--- config.mk ---
export PLATFORM = sky130hd
export DESIGN_NAME = psfm_top
export DESIGN_NICKNAME = d
export VERILOG_FILES = /design/src/hw/psfm_pkg.sv /design/src/hw/psfm_sync2.sv /design/src/hw/psfm_timer.sv /design/src/hw/psfm_top.sv
export SDC_FILE = /design/constraint.sdc
export NUM_CORES = 1
export LEC_CHECK = 0
export BUFFER_PORTS_ARGS = -buffer_cell sky130_fd_sc_hd__buf_2
export CORE_ASPECT_RATIO = 0.9
export CORE_MARGIN = 5
export CORE_UTILIZATION = 64
export DETAILED_ROUTE_END_ITERATION = 7
export GPL_TIMING_DRIVEN = 0
export PLACE_DENSITY_LB_ADDON = 0.3
export SKIP_CTS_REPAIR_TIMING = 1
export SYNTH_ARGS = -nofsm -noshare
export SYNTH_HDL_FRONTEND = slang
export SYNTH_SLANG_ARGS = --single-unit
--- constraint.sdc ---
create_clock -name clock -period 5.3 [get_ports clock]
set_input_delay 0 -clock clock [delete_from_list [all_inputs] [get_ports clock]]
set_output_delay 0 -clock clock [all_outputs]
set_load 0.01 [all_outputs]
--- src/hw/psfm_pkg.sv ---
// Purpose: Constants and types for the playback servo fault monitor
// Assumes: 100 MHz system clock
// Notes:   Register map is a plain port map of word indices
package psfm_pkg;
	// ----------------------------------------
	// Timing
	// ----------------------------------------
	localparam int CLK_PERIOD_NS    = 10;
	localparam int MISS_GAP_NS      = 750;
	localparam int MISS_GAP_CYC     = MISS_GAP_NS / CLK_PERIOD_NS;
	localparam int SYNC_ERR_MS      = 100;
	localparam int SYNC_ERR_CYC     = SYNC_ERR_MS * 1000000 / CLK_PERIOD_NS;
	localparam int BUF_DEPTH        = 2048;
	// ----------------------------------------
	// Register offsets
	// ----------------------------------------
	localparam logic [3:0] REG_CTRL   = 4'h0;
	localparam logic [3:0] REG_STATUS = 4'h1;
	localparam logic [3:0] REG_MASK   = 4'h2;
	localparam logic [3:0] REG_PHASE  = 4'h3;
	localparam logic [3:0] REG_FILL   = 4'h4;
	// Event bit positions in status and mask
	localparam int EV_STARVE   = 0;
	localparam int EV_OVERFLOW = 1;
	localparam int EV_MISSCLK  = 2;
	localparam int EV_SYNCERR  = 3;
	localparam int EV_RESET    = 4;
	localparam int EV_W        = 5;
	// Control bit positions
	localparam int CTL_HOLD    = 0;
	localparam int CTL_CLRFLT  = 1;
	localparam logic [7:0] MASK_RESET = 8'h00;
	// ----------------------------------------
	// Servo phases
	// ----------------------------------------
	typedef enum logic [2:0] {
		idle_phase           = 3'b000,
		start_sequence_phase = 3'b001,
		resync_phase         = 3'b010,
		tracking_phase       = 3'b011,
		tracking_phase_late  = 3'b100,
		fault_phase          = 3'b101
	} psfm_phase_t;
endpackage

--- src/hw/psfm_sync2.sv ---
// Purpose: Two-stage synchroniser for a vector of pins
// Assumes: Inputs asynchronous to clock
// Notes:   First stage read only by the second
`timescale 1ns/1ns
module psfm_sync2 #(
	parameter int W = 1
) (
	input  wire logic         clock,
	input  wire logic         rst_n,
	input  wire logic [W-1:0] din,
	output logic      [W-1:0] dout
);
	logic [W-1:0] meta;

	// Two flops; constant under reset
	always_ff @(posedge clock or negedge rst_n) begin
		if (!rst_n) begin
			meta <= '0;
			dout <= '0;
		end else begin
			meta <= din;
			dout <= meta;
		end
	end
endmodule

--- src/hw/psfm_timer.sv ---
// Purpose: Retriggerable down counter; busy while counting
// Assumes: Same clock as user
// Notes:   A start during a count restarts it
`timescale 1ns/1ns
module psfm_timer #(
	parameter int N = 75
) (
	input  wire logic clock,
	input  wire logic rst_n,
	input  wire logic start,
	output logic      busy,
	output logic      expired
);
	logic [$clog2(N+1)-1:0] count;

	// Load on start, count down to zero
	always_ff @(posedge clock or negedge rst_n) begin
		if (!rst_n) begin
			count   <= '0;
			expired <= 1'b0;
		end else begin
			expired <= (count == 1) && !start;
			if (start) begin
				count <= ($clog2(N+1))'(N);
			end else if (count != 0) begin
				count <= count - 1'b1;
			end
		end
	end
	assign busy = (count != 0);
endmodule

--- src/hw/psfm_top.sv ---
// Purpose: Playback servo phase sequencer and data-stream fault monitor
// Assumes: Buttons, recovered clock/data, syncs and unload clock are async pins
// Notes:   Bit buffer is tracked as an occupancy count, not stored data
//
// What this block does
// - Stop halts remote recorders and forces the idle phase.
// - Start button sets start-sequence phase and runs remote recorders.
// - Buffer fault lights fault lamp; computer clears it soon after.
// - Reset-fault button returns to resync phase; computer returns to waiting.
// - Light missed-clock lamp after 750 ns with no clock edge.
// - Sync-error lamp for 0.1 s on two same-kind syncs in a row.
// - Flag starve when a bit loads after its unload pulse.
// - Flag overflow when over 2048 bits load before oldest unloads.
// - Starve or overflow outside idle jumps to fault phase unless hold is set.
// - Recorders start/stop together in remote.
//
// Design decisions made here: strobed register access and the address map.
`timescale 1ns/1ns
module psfm_top
	import psfm_pkg::*;
#(
	parameter int SYNC_ERR_CYCLES = SYNC_ERR_CYC,
	parameter int DEPTH           = BUF_DEPTH
) (
	input  wire logic       clock,
	input  wire logic       rst_n,
	input  wire logic       stopButton,
	input  wire logic       start_sequence_button,
	input  wire logic       resetFaultButton,
	input  wire logic       remoteSelect,
	input  wire logic       loadClock,
	input  wire logic       unloadClock,
	input  wire logic       eofSync,
	input  wire logic       bofSync,
	input  wire logic       phaseAdvance,
	input  wire logic [3:0] regAddr,
	input  wire logic [7:0] regWrData,
	input  wire logic       regWr,
	input  wire logic       regRd,
	output logic      [7:0] regRdData,
	output logic            recorderRun,
	output logic      [2:0] servoPhase,
	output logic            faultLamp,
	output logic            missedClockLamp,
	output logic            syncErrorLamp,
	output logic            starveLamp,
	output logic            overflowLamp,
	output logic            irq
);
	// ----------------------------------------
	// Pin synchronisation
	// ----------------------------------------
	localparam int NPIN = 9;
	logic [NPIN-1:0] pinS;
	logic            stopS, startS, resetS, remoteS, ldS, ulS, eofS, bofS, advS;

	psfm_sync2 #(.W(NPIN)) uSync (
		.clock (clock),
		.rst_n (rst_n),
		.din   ({stopButton, start_sequence_button, resetFaultButton, remoteSelect,
		         loadClock, unloadClock, eofSync, bofSync, phaseAdvance}),
		.dout  (pinS)
	);
	assign {stopS, startS, resetS, remoteS, ldS, ulS, eofS, bofS, advS} = pinS;

	// Rising-edge detection on synchronised pins only
	logic [NPIN-1:0] pinD;
	logic [NPIN-1:0] pinRise;
	always_ff @(posedge clock or negedge rst_n) begin
		if (!rst_n) begin
			pinD <= '0;
		end else begin
			pinD <= pinS;
		end
	end
	assign pinRise = pinS & ~pinD;
	logic stopP, startP, resetP, ldP, ulP, eofP, bofP, advP, ldEdge;
	assign stopP  = pinRise[8];
	assign startP = pinRise[7];
	assign resetP = pinRise[6];
	assign ldP    = pinRise[4];
	assign ulP    = pinRise[3];
	assign eofP   = pinRise[2];
	assign bofP   = pinRise[1];
	assign advP   = pinRise[0];
	assign ldEdge = pinS[4] ^ pinD[4]; // Any recovered-clock transition

	// ----------------------------------------
	// Registers
	// ----------------------------------------
	logic [7:0]     ctrl;
	logic [EV_W-1:0] status, mask, evt;
	logic           holdTrack;
	assign holdTrack = ctrl[CTL_HOLD];

	// Control register; clear-fault bit is self clearing
	always_ff @(posedge clock or negedge rst_n) begin
		if (!rst_n) begin
			ctrl <= 8'h00;
		end else if (regWr && regAddr == REG_CTRL) begin
			ctrl <= regWrData;
		end else begin
			ctrl[CTL_CLRFLT] <= 1'b0;
		end
	end

	always_ff @(posedge clock or negedge rst_n) begin
		if (!rst_n) begin
			mask <= MASK_RESET[EV_W-1:0];
		end else if (regWr && regAddr == REG_MASK) begin
			mask <= regWrData[EV_W-1:0];
		end
	end

	// Sticky status; a new event wins over the read clear
	always_ff @(posedge clock or negedge rst_n) begin
		if (!rst_n) begin
			status <= '0;
		end else if (regRd && regAddr == REG_STATUS) begin
			status <= evt;
		end else begin
			status <= status | evt;
		end
	end

	always_ff @(posedge clock or negedge rst_n) begin
		if (!rst_n) begin
			irq <= 1'b0;
		end else begin
			irq <= |(status & mask);
		end
	end

	// ----------------------------------------
	// Missed clock and sync error
	// ----------------------------------------
	logic gapExp, syncBusy, lastWasEof, haveSync, syncDup;

	// Gap timer restarts on every recovered clock edge
	psfm_timer #(.N(MISS_GAP_CYC)) uGap (
		.clock   (clock),
		.rst_n   (rst_n),
		.start   (ldEdge),
		.busy    (),
		.expired (gapExp)
	);

	// Lamp lit by a gap, cleared at the next transition
	always_ff @(posedge clock or negedge rst_n) begin
		if (!rst_n) begin
			missedClockLamp <= 1'b0;
		end else if (gapExp) begin
			missedClockLamp <= 1'b1;
		end else if (ldEdge) begin
			missedClockLamp <= 1'b0;
		end
	end

	// Remember the kind of the last sync seen
	assign syncDup = haveSync && ((eofP && lastWasEof) || (bofP && !lastWasEof));
	always_ff @(posedge clock or negedge rst_n) begin
		if (!rst_n) begin
			haveSync   <= 1'b0;
			lastWasEof <= 1'b0;
		end else if (eofP ^ bofP) begin
			haveSync   <= 1'b1;
			lastWasEof <= eofP;
		end
	end

	psfm_timer #(.N(SYNC_ERR_CYCLES)) uSyncErr (
		.clock   (clock),
		.rst_n   (rst_n),
		.start   (syncDup),
		.busy    (syncBusy),
		.expired ()
	);

	always_ff @(posedge clock or negedge rst_n) begin
		if (!rst_n) begin
			syncErrorLamp <= 1'b0;
		end else begin
			syncErrorLamp <= syncBusy;
		end
	end

	// ----------------------------------------
	// Bit buffer occupancy
	// ----------------------------------------
	// Signed count: negative means an unload ran ahead of its bit
	localparam int FW = $clog2(DEPTH) + 2;
	// Shift that leaves the top 8 bits; small depths read back sign extended
	localparam int FS = (FW > 8) ? FW - 8 : 0;
	logic signed [FW-1:0] fill, next_fill;
	logic                 starveEv, overflowEv;

	always_comb begin
		next_fill = fill;
		if (ldP && !ulP) begin
			next_fill = fill + FW'(1);
		end else if (ulP && !ldP) begin
			next_fill = fill - FW'(1);
		end
	end
	// Bit arriving while unloads are ahead of loads: it was missed
	assign starveEv   = ldP && !ulP && (fill < 0);
	assign overflowEv = ldP && !ulP && (fill >= FW'(DEPTH));

	// Count does not saturate; a fault or reset-fault resyncs the buffer to empty
	always_ff @(posedge clock or negedge rst_n) begin
		if (!rst_n) begin
			fill <= '0;
		end else if (resetP || starveEv || overflowEv) begin
			fill <= '0;
		end else begin
			fill <= next_fill;
		end
	end

	// Starve/overflow lamps held until reset-fault; fault lamp until reset-fault or computer clear
	always_ff @(posedge clock or negedge rst_n) begin
		if (!rst_n) begin
			starveLamp   <= 1'b0;
			overflowLamp <= 1'b0;
			faultLamp    <= 1'b0;
		end else begin
			if (starveEv) begin
				starveLamp <= 1'b1;
			end else if (resetP) begin
				starveLamp <= 1'b0;
			end
			if (overflowEv) begin
				overflowLamp <= 1'b1;
			end else if (resetP) begin
				overflowLamp <= 1'b0;
			end
			// Set wins over the computer's clear
			if (starveEv || overflowEv) begin
				faultLamp <= 1'b1;
			end else if (ctrl[CTL_CLRFLT] || resetP) begin
				faultLamp <= 1'b0;
			end
		end
	end

	assign evt = {resetP, syncDup, gapExp, overflowEv, starveEv};

	// ----------------------------------------
	// Servo phase sequencer
	// ----------------------------------------
	psfm_phase_t phase, next_phase;

	// Buttons first, then faults, then normal advance
	always_comb begin
		next_phase = phase;
		case (phase)
			idle_phase:           next_phase = idle_phase;
			start_sequence_phase: if (advP) next_phase = resync_phase;
			resync_phase:         if (advP) next_phase = tracking_phase;
			tracking_phase:       if (advP) next_phase = tracking_phase_late;
			tracking_phase_late:  next_phase = tracking_phase_late;
			fault_phase:          next_phase = fault_phase;
			default:              next_phase = idle_phase;
		endcase
		if ((starveEv || overflowEv) && !holdTrack && phase != idle_phase) begin
			next_phase = fault_phase;
		end
		if (resetP) begin
			next_phase = resync_phase;
		end
		if (startP) begin
			next_phase = start_sequence_phase;
		end
		if (stopP) begin
			next_phase = idle_phase;
		end
	end

	always_ff @(posedge clock or negedge rst_n) begin
		if (!rst_n) begin
			phase <= idle_phase;
		end else begin
			phase <= next_phase;
		end
	end

	always_ff @(posedge clock or negedge rst_n) begin
		if (!rst_n) begin
			servoPhase <= 3'b000;
		end else begin
			servoPhase <= next_phase;
		end
	end

	// Remote recorders run from start until stop
	always_ff @(posedge clock or negedge rst_n) begin
		if (!rst_n) begin
			recorderRun <= 1'b0;
		end else if (stopP) begin
			recorderRun <= 1'b0;
		end else if (startP && remoteS) begin
			recorderRun <= 1'b1;
		end
	end

	// ----------------------------------------
	// Read port
	// ----------------------------------------
	always_ff @(posedge clock or negedge rst_n) begin
		if (!rst_n) begin
			regRdData <= 8'h00;
		end else if (regRd) begin
			case (regAddr)
				REG_CTRL:   regRdData <= ctrl;
				REG_STATUS: regRdData <= 8'(status);
				REG_MASK:   regRdData <= 8'(mask);
				REG_PHASE:  regRdData <= 8'(phase);
				REG_FILL:   regRdData <= 8'(fill >>> FS);
				default:    regRdData <= 8'h00;
			endcase
		end else begin
			regRdData <= 8'h00;
		end
	end
endmodule

==> impl_metrics.ini, run 1 <==
[cts]
clockRootBuffer = clkbuf_8
clock_latency_ns = 0.39
cts_tree = yes
cts-buffers-inserted = 9
cts-htree-levels = 3
clk_pin_slew_ns = 0.13
cts_sinks = 109
cts_buffer_depth = 2

[drt]
dr.pass1.iters = 5
totalWireLength_um = 10900
wl_per_cell_um = 17.0
viasPerCell = 6.01
drc = 0
via_count = 3854
drtIter0Drc = 183
ant_nets = 0

[sta]
slew_viol_final = 0
slew_headroom_pct = 39.3
tns_ns = 0
timing.fmax_mhz = 337
finClkSkew_ns = 0.0142
finalCritPeriodShare_pct = 56.0
tightest_slew_ns = 0.902
finalSetupViolCount = 0
finalHoldViolations = 0
rsz0062_at_grt = false
min_period_ns = 2.97
worst_slack_ns = 2.33

[yosys]
yosysSeqAreaShare_pct = 53.5
syn-mean-instance-area_um2 = 10.9
yosysMostFrequentCell = dfrtp_1
synth_top_flop_cell = dfrtp_1
synthTopCellsByCount = dfrtp_1, nor2_1, nand2_1
yosys-top-cells-area = dfrtp_1, ha_1, mux2_2, nor2_1, nand2_1
synth.distinct_cells = 61
ys_ff_latch = 109
ys_warn_count = 0
syn_inst = 470
synth_nets = 513
syn_area_um2 = 5100
synth_enable_flop_cells = 0
netlist.area_leader.share_pct = 53.5
async_flop_share_pct = 100
yosysTopAreaCell = dfrtp_1

[cells_and_area]
design_area_um2 = 5860
diodes = 0
nets = 583
syn_to_final_growth_pct = 14.8
drive_gt1_share_pct = 15.8

[floorplan]
fp.coreArea_um2 = 7660
num_rows = 30
start_util_pct = 66.6
fp.dieH_um = 94.7
die_width_um = 104
ios = 43
fp.dieArea_um2 = 9860

[run_status]
outcome = finished clean

[worst_setup_path]
worst-path-max-fanout = 11
path_class = reg -> reg
cp.required_ns = 5.55
end_kind = flip-flop
arrival_ns = 3.22
crit_path_start_kind = flip-flop

[grt]
grt_pass1_wl_um = 18100
grt_use_total_pct = 22.7
grt_max_degree = 57
grt_pass1_vias = 3818
grt_remaining_overflow = 0
grt_antenna_before_repair = 0

[power_and_ir_drop]
leakage_nw = 2.63
p_per_area_nw_per_um2 = 422
vdd_drop_max_mv = 0.295

[hold_path]
hold_path_class = in -> reg

[placement]
placed_cell_area_um2 = 5450
gp_congestion = 0.903
numPortBuffers = 39
dp_hpwl_um = 7410
place_ws_ns = 2.40

[run]
maxCapViolations = 0
## registers in the layout, summed over array words and instances (netlist names), 3 cells and up
name            count
ctrl                8
fill               13
mask                5
pinD                8
regRdData           8
servoPhase          3
status              5
uGap.count          7
uSync.dout          9
uSync.meta          9
uSyncErr.count     24
## cells by family (layout without fill, tap and decap cells)
logic type	Yosys count	count (layout)	synth area share (%)
flip-flops	109	109	53.5
AND/OR/NAND/NOR	183	183	19.4
XOR/XNOR	26	26	4.46
adder cells (fa/ha/maj)	18	18	4.56
multiplexers	21	21	4.54
buffers and inverters	24	99	1.84
AO/OA/AOI/OAI	89	89	11.7
## critical path, stage by stage, from the launching register on
cell	delay, ns
dfrtp_1	0.40
ha_1	0.21
ha_1	0.28
inv_1	0.33
ha_1	0.37
a21oi_1	0.24
o211ai_1	0.19
o31ai_1	0.40
o21ai_0	0.17
xnor2_1	0.16
o22ai_1	0.09
## area by class of cell
type                    instances  area, um^2
inverters                      13        48.8
repair buffers                 59         415
multi-input cells             337        2280
flip-flops and latches        109        2730
fillers                       496        1800
plain buffers                  11        45.0
clock buffers                   9         124
well taps                      96         120
clock inverters                 7        96.3
## routing by layer
layer	wire length [um]	up-vias	GRT usage, %	share of wire (%)
met2	5420	114	37.7	50
li1	-	1836	-	-
met4	226	0	8.95	2.1
met1	4710	1884	29.6	43
met5	0	-	0	0
met3	546	20	4.51	5.0
## where the power goes
part | switching (mW) | leakage, nW | total [mW] | internal (mW)
logic | 0.438 | 1.20 | 0.819 | 0.380
registers | 0.139 | 1.32 | 1.11 | 0.967
clock network | 0.345 | 0.111 | 0.549 | 0.205
total | 0.922 | 2.63 | 2.47 | 1.55
## path summary, 6_finish.rpt
path	slack, ns	from	cells after the start	to
worst max-delay path	2.33	uSync.dout[4]$_DFF_PN0_	10	fill[11]$_DFFE_PN0P_
worst min-delay path	0.03	regRd	4	status[4]$_DFF_PN0_
max in group asynchronous	4.38	rst_n	3	uSyncErr.count[19]$_DFFE_PN0P_
min in group asynchronous	0.22	rst_n	2	faultLamp$_DFFE_PN0P_
worst max register to register	2.33	uSync.dout[4]$_DFF_PN0_	10	fill[11]$_DFFE_PN0P_
worst min register to register	0.36	uSync.meta[3]$_DFF_PN0_	0	uSync.dout[3]$_DFF_PN0_
## placed cells by master (no fill, tap or decap), types with 4 or more instances in the layout
cell type and instances:
nor3_1 13, inv_12 4, o21a_1 5, o21ai_0 10, or4_1 4, a21oi_1 23, mux2i_1 4, nand3b_1 5
nor4b_1 6, a222oi_1 4, nand2b_1 8, dfrtp_1 109, inv_1 13, nand2_1 42, a22oi_1 6, nor2_1 49
clkbuf_1 7, nand3_1 9, o211ai_1 7, a21o_1 6, ha_1 17, dlygate4sd3_1 19, buf_2 40, clkbuf_8 9
nand4_1 4, xnor2_1 14, nor2b_1 11, mux2_2 17, and2_1 4, and3_1 4, nor4_1 5, xor2_1 12
## metrics by stage
step	hold WS [ns]	cells	util (%)	power (mW)
after floorplan	-0.296	470	-	1.71
after global placement	0.107	605	70.7	1.86
after detailed placement	0.0968	606	71.1	1.91
after CTS	-0.320	622	74.0	2.46
after global routing	0.0398	641	76.5	2.64
final	0.0329	641	76.5	2.47
Power figures use the tool's default switching activity.
==> run 2: changes to the inputs <==
CORE_UTILIZATION = 54   (was 64)
clock period = 2.45 ns   (was 5.3 ns; I/O delays follow)
==> impl_metrics.ini, run 2 (synthesis results as in run 1) <==
[worst_setup_path]
worst-path-max-fanout = 4
crit_top_cell = ha_4
max_stage_delay_ns = 0.43
end_kind = flip-flop
crit_slowest_cell = dfrtp_1
arrival_ns = 2.73
crit_path_cell_trace = ha_4 > ha_4 > fa_1 > nor2b_1 > o211ai_1 > a31oi_2 > o21ai_2 > xnor2_1 > o21ai_0
crit_path_start_kind = flip-flop
cp.buffers_inverters = 0
critPathTopFamily = adder cells
cp.required_ns = 2.78
path_class = reg -> reg

[power_and_ir_drop]
vdd_drop_max_mv = 0.579
p_comb_share_pct = 35.2
internal-power_mw = 3.56
leakage_nw = 2.67
p_per_area_nw_per_um2 = 931
finalPower_mw = 5.63
seqPwrFrac_pct = 42.7
power_frac_clock_pct = 22.1
p_sw_share_pct = 36.7
switchingPower_mw = 2.06

[cells_and_area]
diodes = 0
fillCellCount = 725
nets = 585
syn_to_final_growth_pct = 18.4
regMostFlops = uSyncErr.count
design_area_um2 = 6040
multi_input_area_um2 = 2390
top_regs = uSyncErr.count x24, fill x13
final_cell_mix = dfrtp_1, nor2_1, nand2_1
instances_no_fill = 669
final_common_cell = dfrtp_1
drive_gt1_share_pct = 19.2
regArea_um2 = 2730
largest_register_ffs = 24

[cts]
clk_pin_slew_ns = 0.12
cts-htree-levels = 3
cts-buffers-inserted = 9
cts_sinks = 109
clock_latency_ns = 0.41
cts_tree = yes
clockRootBuffer = clkbuf_8
cts_buffer_depth = 2

[sta]
slew_headroom_pct = 41.0
rsz0062_at_grt = true
finalCritPeriodShare_pct = 98.2
finalHoldViolations = 0
finClkSkew_ns = 0.0147
finalSetupViolCount = 0
tns_ns = 0
timing.fmax_mhz = 416
min_period_ns = 2.41
tightest_slew_ns = 0.878
slew_viol_final = 0
worst_slack_ns = 0.0440

[drt]
via_count = 3805
drc = 0
dr.pass1.iters = 5
wl_per_cell_um = 15.8
ant_nets = 0
viasPerCell = 5.69
totalWireLength_um = 10600
drtIter0Drc = 204

[floorplan]
die_width_um = 112
fp.coreArea_um2 = 9170
start_util_pct = 55.7
num_rows = 33
ios = 43
fp.dieArea_um2 = 11500
fp.dieH_um = 102

[placement]
dp_hpwl_um = 7140
numPortBuffers = 39
placed_cell_area_um2 = 5480
gp_congestion = 0.872
place_ws_ns = -0.343
dp.cells = 632

[run_status]
outcome = finished clean

[run]
maxCapViolations = 0

[grt]
grt_pass1_wl_um = 17100
grt_antenna_before_repair = 0
grt_max_degree = 61
grt_remaining_overflow = 0
grt_use_total_pct = 18.6
grt_pass1_vias = 3638

[hold_path]
hold_path_class = in -> reg
run 2: cell type report:
| type | count | share of cell area [%] |
|---|---|---|
| multi-input combinational | 337 | 39.6 |
| inverter | 13 | 0.932 |
| buffer | 10 | 0.684 |
| timing repair buffer | 62 | 7.25 |
| sequential | 109 | 45.2 |
| tap | 122 | 2.53 |
| clock buffer | 9 | 2.05 |
| clock inverter | 7 | 1.82 |
run 2: per-layer routing:
layer	part of all wire [%]	vias up	global-route usage, %
li1	-	1842	-
met1	45	1879	24.2
met3	4.3	16	4.62
met5	0	-	0
met2	49	68	30.7
met4	1.6	0	6.65
run 2: final timing paths:
check / startpoint / endpoint / slack [ns] / cells past startpoint
min in group asynchronous: rst_n / ctrl[0]$_DFFE_PN0P_ / 0.16 / 2
setup reg to reg: uSync.dout[4]$_DFF_PN0_ / fill[12]$_DFFE_PN0P_ / 0.04 / 9
max in group asynchronous: rst_n / uSyncErr.count[12]$_DFFE_PN0P_ / 1.60 / 3
hold reg to reg: uSync.meta[1]$_DFF_PN0_ / uSync.dout[1]$_DFF_PN0_ / 0.37 / 0
hold / removal: regRd / status[1]$_DFF_PN0_ / 0.004 / 4
setup / recovery: uSync.dout[4]$_DFF_PN0_ / fill[12]$_DFFE_PN0P_ / 0.04 / 9
run 2: power groups by stage:
stage	registers (mW)	logic (mW)	clock network, mW
after floorplan	2.35	1.34	0
after global placement	2.40	1.64	0
after detailed placement	2.42	1.72	0
after CTS	2.38	1.73	1.26
after global routing	2.44	2.18	1.34
final	2.40	1.98	1.24
run 2: worst reg2reg max path: stages, from the launching register on:
cell and delay, ns:
dfrtp_1 0.43, ha_4 0.18, ha_4 0.19, fa_1 0.40, nor2b_1 0.23, o211ai_1 0.19
a31oi_2 0.30, o21ai_2 0.12, xnor2_1 0.13, o21ai_0 0.16
run 2: per-stage QoR:
step	hold slack (ns)	util, %
after floorplan	-0.296	-
after global placement	0.108	59.4
after detailed placement	0.0731	59.8
after CTS	-0.366	62.3
after global routing	0.0296	65.9
final	0.00424	65.9
==> run 3: changes to the inputs <==
CELL_PAD_IN_SITES_DETAIL_PLACEMENT = 1   (was not set)
CELL_PAD_IN_SITES_GLOBAL_PLACEMENT = 1   (was not set)
CORE_UTILIZATION = 43   (was 54)
==> impl_metrics.ini, run 3 (synthesis results as in run 1) <==
[run_status]
outcome = finished clean

[power_and_ir_drop]
internal-power_mw = 3.94
vdd_drop_max_mv = 0.574
power_frac_clock_pct = 25.4
p_per_area_nw_per_um2 = 965
switchingPower_mw = 2.04
p_comb_share_pct = 34.4
p_sw_share_pct = 34.1
finalPower_mw = 5.98
seqPwrFrac_pct = 40.2
leakage_nw = 2.73

[cts]
clockRootBuffer = clkbuf_16
cts_tree = yes
cts-buffers-inserted = 9
cts-htree-levels = 3
cts_buffer_depth = 2
cts_sinks = 109
clock_latency_ns = 0.35
clk_pin_slew_ns = 0.07

[cells_and_area]
syn_to_final_growth_pct = 21.5
top_regs = uSyncErr.count x24, fill x13
nets = 589
largest_register_ffs = 24
regMostFlops = uSyncErr.count
regArea_um2 = 2730
final_common_cell = dfrtp_1
final_cell_mix = dfrtp_1, nor2_1, nand2_1
drive_gt1_share_pct = 20.0
fillCellCount = 1267
diodes = 0
multi_input_area_um2 = 2400

[floorplan]
fp.coreArea_um2 = 11500
num_rows = 37
fp.dieArea_um2 = 14100
fp.dieH_um = 113
start_util_pct = 44.3
ios = 43
die_width_um = 125

[sta]
finalCritPeriodShare_pct = 95.9
min_period_ns = 2.35
tns_ns = 0
finalSetupViolCount = 0
slew_viol_final = 0
timing.fmax_mhz = 426
rsz0062_at_grt = true
finClkSkew_ns = 0.00734
tightest_slew_ns = 0.885
finalHoldViolations = 0
slew_headroom_pct = 40.5

[grt]
grt_pass1_wl_um = 19800
grt_pass1_vias = 3925
grt_antenna_before_repair = 0
grt_max_degree = 72
grt_use_total_pct = 17.1
grt_remaining_overflow = 0

[drt]
via_count = 3845
drtIter0Drc = 180
viasPerCell = 5.44
dr.pass1.iters = 4
wl_per_cell_um = 17.0
totalWireLength_um = 12000
drc = 0
ant_nets = 0

[run]
maxCapViolations = 0

[hold_path]
worstHoldPathCells = 4
hold_path_class = in -> reg

[worst_setup_path]
reg2reg_depth = 11
path_class = reg -> reg
arrival_ns = 2.59
worst-path-max-fanout = 11
cp.required_ns = 2.69
crit_path_start_kind = flip-flop
end_kind = flip-flop

[placement]
numPortBuffers = 39
dp_hpwl_um = 8350
gp_congestion = 0.827
==> run 3: area by class of cell <==
type,instances,area share (%)
clock inverters,5,1.09
flip-flops and latches,109,44.0
inverters,13,0.909
clock buffers,11,3.92
multi-input cells,337,38.8
plain buffers,10,0.666
well taps,156,3.15
repair buffers,66,7.43
==> run 3: power groups by stage <==
stage	Sequential, mW	Clock [mW]	Combinational (mW)
2_1_floorplan	2.35	0	1.34
3_3_place_gp	2.41	0	1.67
3_5_place_dp	2.42	0	1.75
4_1_cts	2.39	1.55	1.77
5_1_grt	2.44	1.64	2.29
6_report	2.41	1.52	2.06
==> run 3: layer usage <==
| metal | vias up | GRT usage, % | routed length, um |
|---|---|---|---|
| met4 | 0 | 3.47 | 120 |
| met1 | 1942 | 22.2 | 5550 |
| li1 | 1831 | - | - |
| met5 | - | 0 | 0 |
| met3 | 9 | 4.67 | 410 |
| met2 | 63 | 29.1 | 5930 |
==> run 3: path summary, 6_finish.rpt <==
path                                          from                        endpoint  slack [ns]
max in group asynchronous                    rst_n  uSyncErr.count[18]$_DFFE_PN0P_        1.40
min reg2reg                uSync.meta[3]$_DFF_PN0_         uSync.dout[3]$_DFF_PN0_        0.35
max                              pinD[4]$_DFF_PN0_             fill[9]$_DFFE_PN0P_        0.10
min                                          regRd             status[4]$_DFF_PN0_        0.12
max reg2reg                      pinD[4]$_DFF_PN0_             fill[9]$_DFFE_PN0P_        0.10
min in group asynchronous                    rst_n             fill[3]$_DFFE_PN0P_        0.33
==> run 3: through the flow <==
stage	setup slack, ns	hold slack [ns]	instances	util (%)	area [um^2]
floorplan	0.0347	-0.296	470	-	5100
global placement	-0.357	0.108	665	47.6	5490
detailed placement	-0.430	0.109	666	47.8	5510
CTS	-0.436	-0.253	682	50.5	5820
global route	-0.0499	0.141	707	53.8	6200
finish	0.101	0.124	707	53.8	6200
==> run 3: critical path: stages, from the launching register on <==
cell and delay, ns:
dfrtp_1 0.36, inv_1 0.08, ha_4 0.14, ha_4 0.19, inv_8 0.08, ha_4 0.30
nand3_1 0.07, o211ai_1 0.34, a21oi_1 0.14, nor3b_2 0.25, mux2i_1 0.21, nand2_1 0.07
